==> src/hw/rmt_pkg.sv <==
// Operation
// - clock_rate_select 00/01/10/11 divides oscillator by 32768, 8, 4, 1; coarse_trim_enable set divides by 512 instead.
// - trimming shifts every rate except undivided 11, which bypasses trim.
// - no square wave on the pin while on backup supply.
// - alarm output needs an enabled alarm and square wave off; square wave wins.
// - alarm output keeps working on backup supply.
// - single alarm: pin follows flag if polarity 1, inverse if 0.
// - both alarms: OR of flags if polarity 1, NAND if polarity 0.
// - all modes off: pin follows gp_level.
// - general-purpose level not driven while on backup supply.
// - coarse_trim_enable clear: trim applied once per minute.
// - trim_direction selects adding or removing oscillator cycles.
// - each trim_magnitude unit moves two oscillator pulses per adjustment.
// - trim_magnitude zero disables trimming entirely.
// - trimming continues on backup supply.
// - coarse_trim_enable set: trim applied 128 times per second.
// - pin only pulled low or released; board pull-up makes the high.
package rmt_pkg;
	localparam logic [7:0] RMT_CTRL_ADDR = 8'h07;
	localparam logic [7:0] RMT_TRIM_ADDR = 8'h08;
	localparam logic [7:0] RMT_CTRL_RST = 8'h80;
	localparam logic [7:0] RMT_TRIM_RST = 8'h00;
	localparam int RMT_GP_LEVEL_BIT = 7;
	localparam int RMT_CLK_EN_BIT = 6;
	localparam int RMT_ALM1_EN_BIT = 5;
	localparam int RMT_ALM0_EN_BIT = 4;
	localparam int RMT_COARSE_BIT = 2;
	localparam int RMT_RATE_HI = 1;
	localparam int RMT_RATE_LO = 0;
	localparam int RMT_DIR_BIT = 7;
	localparam int RMT_MAG_HI = 6;
	localparam int RMT_PRESC_W = 15;
	localparam logic [14:0] RMT_PRESC_LAST = 15'h7FFF;
	localparam logic [7:0] RMT_COARSE_LAST = 8'hFF;
	localparam logic [5:0] RMT_SEC_LAST = 6'h3B;
	localparam int RMT_TAP_1HZ = 14;
	localparam int RMT_TAP_DIV8 = 2;
	localparam int RMT_TAP_DIV4 = 1;
	localparam int RMT_TAP_64HZ = 8;
	localparam logic [1:0] RMT_RATE_1HZ = 2'h0;
	localparam logic [1:0] RMT_RATE_DIV8 = 2'h1;
	localparam logic [1:0] RMT_RATE_DIV4 = 2'h2;
	localparam logic [1:0] RMT_RATE_DIV1 = 2'h3;
	typedef enum logic [1:0] {
		RMT_MODE_GP = 2'b00,
		RMT_MODE_ALARM = 2'b01,
		RMT_MODE_SQW = 2'b10,
		RMT_MODE_OFF = 2'b11
	} rmt_mode_e;
endpackage

==> src/hw/rmt_top.sv <==
`timescale 1ns/10ps
module rmt_top
	import rmt_pkg::*;
(
	input wire logic clock_i,
	input wire logic rst_n_i,
	input wire logic osc_level_i,
	input wire logic backup_mode_i,
	input wire logic reg_wr_i,
	input wire logic [7:0] reg_addr_i,
	input wire logic [7:0] reg_wdata_i,
	output logic [7:0] reg_rdata_o,
	input wire logic alarm_polarity_i,
	input wire logic alarm0_flag_i,
	input wire logic alarm1_flag_i,
	output logic multi_function_pin_o,
	output logic multi_function_pin_oe_n_o,
	output logic trim_tick_o
);
	logic [7:0] ctrl_r;
	logic [7:0] trim_r;
	logic osc_q_r;
	logic [7:0] trim_pend_r;
	logic trim_add_r;
	logic [RMT_PRESC_W-1:0] presc_r;
	logic [5:0] sec_cnt_r;
	logic pin_level_r;
	logic pin_level_nxt;
	logic osc_tick;
	logic remove_act;
	logic add_act;
	logic eff_tick;
	logic sec_wrap;
	logic coarse_wrap;
	logic minute_wrap;
	logic trim_evt;
	logic sqw_level;
	logic gp_level;
	logic clock_out_enable;
	logic alarm0_enable;
	logic alarm1_enable;
	logic coarse_trim_enable;
	logic [1:0] clock_rate_select;
	logic trim_direction;
	logic [6:0] trim_magnitude;
	rmt_mode_e mode;

	assign gp_level = ctrl_r[RMT_GP_LEVEL_BIT];
	assign clock_out_enable = ctrl_r[RMT_CLK_EN_BIT];
	assign alarm1_enable = ctrl_r[RMT_ALM1_EN_BIT];
	assign alarm0_enable = ctrl_r[RMT_ALM0_EN_BIT];
	assign coarse_trim_enable = ctrl_r[RMT_COARSE_BIT];
	assign clock_rate_select = ctrl_r[RMT_RATE_HI:RMT_RATE_LO];
	assign trim_direction = trim_r[RMT_DIR_BIT];
	assign trim_magnitude = trim_r[RMT_MAG_HI:0];

	// register writes
	always_ff @(posedge clock_i)
	begin
		if (!rst_n_i)
		begin
			ctrl_r <= RMT_CTRL_RST;
			trim_r <= RMT_TRIM_RST;
		end
		else if (reg_wr_i)
		begin
			if (reg_addr_i == RMT_CTRL_ADDR)
				ctrl_r <= reg_wdata_i;
			else if (reg_addr_i == RMT_TRIM_ADDR)
				trim_r <= reg_wdata_i;
		end
	end

	// readback; unmapped addresses read zero
	always_ff @(posedge clock_i)
	begin
		if (!rst_n_i)
			reg_rdata_o <= 8'h00;
		else if (reg_addr_i == RMT_CTRL_ADDR)
			reg_rdata_o <= ctrl_r;
		else if (reg_addr_i == RMT_TRIM_ADDR)
			reg_rdata_o <= trim_r;
		else
			reg_rdata_o <= 8'h00;
	end

	// oscillator edge; its level is taken as synchronous
	always_ff @(posedge clock_i)
	begin
		if (!rst_n_i)
			osc_q_r <= 1'b0;
		else
			osc_q_r <= osc_level_i;
	end

	assign osc_tick = osc_level_i & ~osc_q_r;
	assign remove_act = ~trim_add_r & (trim_pend_r != 8'h00);
	assign add_act = trim_add_r & (trim_pend_r != 8'h00);
	// added pulses go into idle system cycles, so they never merge with real
	// oscillator edges; 20 MHz leaves ample room even for 254 of them
	assign eff_tick = (osc_tick & ~remove_act) | (add_act & ~osc_tick);

	// trim engine runs regardless of supply state
	always_ff @(posedge clock_i)
	begin
		if (!rst_n_i)
		begin
			trim_pend_r <= 8'h00;
			trim_add_r <= 1'b0;
		end
		else if (trim_evt)
		begin
			trim_pend_r <= {trim_magnitude, 1'b0};
			trim_add_r <= trim_direction;
		end
		else if ((remove_act & osc_tick) | (add_act & ~osc_tick))
			trim_pend_r <= trim_pend_r - 8'h01;
	end

	// postscaler on the trimmed tick stream
	always_ff @(posedge clock_i)
	begin
		if (!rst_n_i)
			presc_r <= '0;
		else if (eff_tick)
			presc_r <= presc_r + 15'h0001;
	end

	assign sec_wrap = eff_tick & (presc_r == RMT_PRESC_LAST);
	assign coarse_wrap = eff_tick & (presc_r[7:0] == RMT_COARSE_LAST);
	assign minute_wrap = sec_wrap & (sec_cnt_r == RMT_SEC_LAST);
	assign trim_evt = coarse_trim_enable ? coarse_wrap : minute_wrap;

	always_ff @(posedge clock_i)
	begin
		if (!rst_n_i)
			sec_cnt_r <= 6'h00;
		else if (minute_wrap)
			sec_cnt_r <= 6'h00;
		else if (sec_wrap)
			sec_cnt_r <= sec_cnt_r + 6'h01;
	end

	// postscaler taps are counter bits, hence 50% duty
	always_comb
	begin
		if (coarse_trim_enable)
			sqw_level = presc_r[RMT_TAP_64HZ];
		else if (clock_rate_select == RMT_RATE_1HZ)
			sqw_level = presc_r[RMT_TAP_1HZ];
		else if (clock_rate_select == RMT_RATE_DIV8)
			sqw_level = presc_r[RMT_TAP_DIV8];
		else if (clock_rate_select == RMT_RATE_DIV4)
			sqw_level = presc_r[RMT_TAP_DIV4];
		else
			sqw_level = osc_level_i; // untrimmed bypass
	end

	// square wave first, then alarms, then general purpose
	always_comb
	begin
		if (clock_out_enable)
			mode = backup_mode_i ? RMT_MODE_OFF : RMT_MODE_SQW;
		else if (alarm0_enable | alarm1_enable)
			mode = RMT_MODE_ALARM;
		else
			mode = backup_mode_i ? RMT_MODE_OFF : RMT_MODE_GP;
	end

	always_comb
	begin
		case (mode)
			RMT_MODE_SQW: pin_level_nxt = sqw_level;
			RMT_MODE_ALARM:
			begin
				if (alarm0_enable & alarm1_enable)
					pin_level_nxt = alarm_polarity_i ?
						(alarm0_flag_i | alarm1_flag_i) :
						~(alarm0_flag_i & alarm1_flag_i);
				else if (alarm0_enable)
					pin_level_nxt = ~(alarm0_flag_i ^ alarm_polarity_i);
				else
					pin_level_nxt = ~(alarm1_flag_i ^ alarm_polarity_i);
			end
			RMT_MODE_GP: pin_level_nxt = gp_level;
			default: pin_level_nxt = 1'b1;
		endcase
	end

	always_ff @(posedge clock_i)
	begin
		if (!rst_n_i)
			pin_level_r <= 1'b1;
		else
			pin_level_r <= pin_level_nxt;
	end

	always_ff @(posedge clock_i)
	begin
		if (!rst_n_i)
			trim_tick_o <= 1'b0;
		else
			trim_tick_o <= eff_tick;
	end

	// open drain: pull low for a low level, release for high
	assign multi_function_pin_o = 1'b0;
	assign multi_function_pin_oe_n_o = pin_level_r;
endmodule

==> config.mk <==
export PLATFORM = sky130hd
export DESIGN_NAME = rmt_top
export DESIGN_NICKNAME = d
export VERILOG_FILES = /design/src/hw/rmt_pkg.sv /design/src/hw/rmt_top.sv
export SDC_FILE = /design/constraint.sdc
export NUM_CORES = 1
export LEC_CHECK = 0
export BUFFER_PORTS_ARGS = -buffer_cell sky130_fd_sc_hd__buf_2
export CAP_MARGIN = 20
export CELL_PAD_IN_SITES_DETAIL_PLACEMENT = 1
export CELL_PAD_IN_SITES_GLOBAL_PLACEMENT = 1
export CORE_AREA = 2 2 78 80
export CTS_BUF_LIST = sky130_fd_sc_hd__clkbuf_8
export CTS_CLUSTER_SIZE = 25
export DETAILED_ROUTE_END_ITERATION = 10
export DIE_AREA = 0 0 80 82
export GPL_TIMING_DRIVEN = 0
export PLACE_DENSITY_LB_ADDON = 0.1
export SLEW_MARGIN = 5
export SYNTH_ARGS = -nofsm -noshare
export SYNTH_HDL_FRONTEND = slang
export SYNTH_SLANG_ARGS = --single-unit
export TNS_END_PERCENT = 50
==> constraint.sdc <==
create_clock -name clock_i -period 5.4 [get_ports clock_i]
set_input_delay 1.08 -clock clock_i [delete_from_list [all_inputs] [get_ports clock_i]]
set_output_delay 1.08 -clock clock_i [all_outputs]
set_load 0.02 [all_outputs]
# After elaboration in Yosys (flattened, before gate mapping)
# Cells that the tools add are included.
# totals
regBits	57
input_bits	24
out_inout_bits	11
elab_cells	74
# op_classes
n_addsub	3
eq_ne	9
mux	17
n_bitwise	26
n_reduce_logical	8
# ops
operator	n
$mux W8	4
$add A15 B1 Y15 const B	1
$eq A15 B15 Y1 const B	1
$and A1 B1 Y1	11
$mux W1	9
$not A1 Y1	9
$eq A8 B3 Y1 const B	1
$eq A8 B4 Y1 const B	1
$eq A8 B8 Y1 const B	1
$reduce_bool A8 Y1	1
$sub A8 B1 Y8 const B	1
$add A6 B1 Y6 const B	1
$eq A6 B6 Y1 const B	1
$mux W2	3
$eq A2 B1 Y1 const B	2
$eq A2 B2 Y1 const B	2
$logic_not A2 Y1	2
$or A1 B1 Y1	4
$reduce_or A2 Y1	2
$pmux W1 S3	1
$reduce_and A3 Y1	1
$reduce_and A2 Y1	1
$reduce_bool A2 Y1	1
$xor A1 B1 Y1	2

# Depth between registers and ports, before layout
# logic_depth
word_depth	9
ltp_mapped	9
depth_no_buf	7

# Worst setup path before layout
# Ideal clock, no wire load.
# synth_path
path_type	in2reg
startpoint	input port reg_addr_i[5]
endpoint	register trim_r[4]
setup_time_ps	76
arrival_time_ps	2454
required_ps	5324
setup_slack_ps	2871
path_stages	5
n_path_buf	1
path_cell_list	or4_1 -> nor4_4 -> buf_4 -> nand3_1 -> a21boi_0
# synth_via
elab_chain_len	3
elab_cells_between_ends	4
classes_between	eq/ne: 2; bitwise: 1; reduce/logical: 1
# synth_rtl
item	line_no	source
from (decl)	rmt_top.sv:10	input wire logic [7:0] reg_addr_i,
$eq A8 B3 Y1	rmt_top.sv:67	if (reg_addr_i == RMT_CTRL_ADDR)
$not A1 Y1 (no line)	--	
$reduce_and A3 Y1 (no line) (*)	--	
to (signal assigned)	rmt_top.sv:70	trim_r <= reg_wdata_i;
to (decl)	rmt_top.sv:21	logic [7:0] trim_r;
# Mark *: on every way between the ends. The rest lies on a longest branch, timed or not.
# A chain may end at the register's enable or synchronous reset.

# Final worst setup path
# layout_path
startpoint	input port reg_addr_i[5]
endpoint	register ctrl_r[7]
# layout_via
elab_chain_len	2
# layout_rtl
item	line_no	source
$eq A8 B3 Y1	rmt_top.sv:67	
$reduce_and A2 Y1 (no line)	--	
to (signal assigned)	rmt_top.sv:68	ctrl_r <= reg_wdata_i;
to (decl)	rmt_top.sv:20	logic [7:0] ctrl_r;
# Every way passes these cells.

==> results.cfg <==
[hold_path]
holdCritStartpoint = ctrl_r[3]
hp-class = reg2reg

[global_route]
antenna_found_initial = 0
grt_pass1_wl_um = 11800
grt_max_degree = 11
overflow = 0
grt_pass1_vias = 2444
grt_usage_pct = 23.8

[setup_path]
crit_family = simple AND/OR/NAND/NOR gates
worst-setup-path-type = in2reg
cpPeakStageDelay_ps = 580
timing.rr.start = trim_pend_r[0]
cp_num_buf_inv = 1
cp-startpoint = reg_addr_i[5]
path_cells = buf_2 -> or4_1 -> nor2_1 -> nand2_1 -> nand2_1 -> nand3_1
cpMaxStageDelayCell = or4_1
cp_max_fo = 8
cp.arrival_ps = 2850
required_ps = 5610
crit_top_cell = nand2_1
worst_setup_path_end_kind = flip-flop
crit_path_start_kind = input port

[timing]
fin_skew_ps = 4.01
fin_crit_sh_pct = 48.9
slew_headroom_pct = 56.9
setup_tns_ps = 0
holdWs_ps = 473
worst_slack_ps = 2760
hold_viol_final = 0
setup_violations = 0
drv_slew = 0
post-route-min-period_ps = 2640
tightest_slew_ps = 642
rsz0062_at_grt = false
fmax_ghz = 0.378

[yosys]
synth_seq_cells = 57
synth.avg_cell_area_um2 = 9.09
synthArstFlopShare_pct = 0
synth.most_common_cell = dfxtp_1
synth_seq_area_share_pct = 41.4
ys_top_cells_by_count = dfxtp_1 (57), nand2_1 (29), nand3_1 (26), xnor2_1 (20), and2_1 (16)
synth_cell_types = 45
synth_warnings = 0
synthesis.area_um2 = 2760
yosysTopAreaCell = dfxtp_1
synth_flop_cell = dfxtp_1
syn_inst = 303
synth_top_area_share_pct = 41.4
synth.area.top_cells = dfxtp_1 (41%), xnor2_1 (6.4%), nand3_1 (4.7%), a21boi_0 (4.1%), nand2_1 (4.0%)
synth_fp_nets = 331
synth-edff-count = 0

[clock_network]
clk_latency_ps = 340
cts_root_buf = clkbuf_8
cts_buffers = 9
cts_resized = 0
ctsHoldBuffers = 0
cts_tree = yes
clock_path_buffers = 2
clk_pin_slew_ps = 60
cts_setup_buffers = 0
clock_sinks = 57
cts_max_level = 3

[drt]
drtIter0Drc = 93
drt_wl_total_um = 6860
drc = 0
wl_per_cell_um = 16.1
first_pass_iters = 4
viasPerCell = 5.53
vias = 2350
postRouteAntennaNets = 0

[die]
design.die.area_um2 = 6560
pin_count = 35
rows = 28
initial_core_util_pct = 48.0
core_um2 = 5750
die_h_um = 82
die_w_um = 80

[pwr]
total_power_mw = 1.08
ir_drop_mv = 0.144
p_leak_nw = 1.14
p_per_area_nw_per_um2 = 338

[run_status]
outcome = complete, no violations

[final_layout]
drive_gt1_share_pct = 17.7
finalNonFillerCells = 425
syn_to_final_growth_pct = 16.0
num-nets-final = 373
postLayoutCellArea_um2 = 3200
utilization_pct = 55.6
antennaDiodeCount = 0

[placed_design]
routabilityCongestion = 0.830
dp.cells = 409
hpwl_um = 5180
port_buffers = 31
placed_area_um2 = 3000
place_ws_ps = 2430

[flow_run]
drv_cap = 0
## sequential cells by signal, summed over array words and instances, names as in the netlist
register / count
trim_tick_o: 1
osc_q_r: 1
trim_add_r: 1
trim_r: 8
multi_function_pin_oe_n_o: 1
presc_r: 15
trim_pend_r: 8
sec_cnt_r: 6
reg_rdata_o: 8
ctrl_r: 8
## where the power goes
group	internal, mW	switching (mW)	total [mW]	leakage [nW]
clock network	0.213	0.170	0.383	0.107
logic	0.107	0.123	0.230	0.574
registers	0.442	0.0253	0.468	0.461
total	0.763	0.318	1.08	1.14
## worst paths after layout
check | slack (ps) | cells after the start | endpoint
hold reg to reg | 470 | 2 | ctrl_r[3]
setup / recovery | 2760 | 6 | ctrl_r[7]
hold / removal | 470 | 2 | ctrl_r[3]
setup reg to reg | 3140 | 8 | presc_r[12]
## cells by family after synthesis
family	count (synthesis)	share of synthesized area [%]
compound gates	67	17.2
xor+xnor	22	6.99
fa+ha+maj	4	1.82
buf+inv	17	2.86
flops	57	41.4
mux	5	2.27
other cells	1	0.136
simple gates	130	27.3
## layer usage
metal / share of wire [%] / routed length (µm) / GRT usage [%]
met5: 0 / 0 / 0
met3: 3.1 / 215 / 5.27
met1: 45 / 3110 / 29.1
met4: 2.1 / 143 / 9.83
met2: 49 / 3390 / 40.6
## layout by cell type, fill, tap and decap left out, drive strengths merged, types with 3 or more instances in the layout
cell | Yosys | layout
and2 | 16 | 16
o21ai | 10 | 10
a21oi | 10 | 10
o211ai | 8 | 8
nand2 | 29 | 29
a22oi | 8 | 8
o21a | 6 | 6
and3 | 4 | 4
buf | 6 | 37
o31ai | 4 | 4
clkbuf | 8 | 21
a21boi | 15 | 15
nand3 | 26 | 26
nor2 | 12 | 12
inv | 3 | 4
xnor2 | 20 | 20
ha | 4 | 4
or4 | 4 | 4
mux2i | 4 | 4
or3 | 4 | 4
nor3 | 8 | 8
nand4b | 4 | 4
dfxtp | 57 | 57
nor4 | 3 | 3
nor2b | 11 | 11
## worst register-to-register path: stages, from the launching register on
cell	delay, ps
dfxtp_1	310
inv_1	100
ha_1	180
nor3b_1	410
a21oi_1	290
o21ai_1	350
buf_2	290
nor3_1	70
o21a_1	160
## area by class of cell
cell class / instances / area [µm²]
tap: 75 / 93.8
inverter: 3 / 11.3
buffer: 14 / 67.6
clock buffer: 13 / 179
timing repair buffer: 31 / 155
multi-input combinational: 229 / 1540
sequential: 57 / 1140
clock inverter: 3 / 13.8
fill: 710 / 2550
Power figures use the tool's default switching activity.
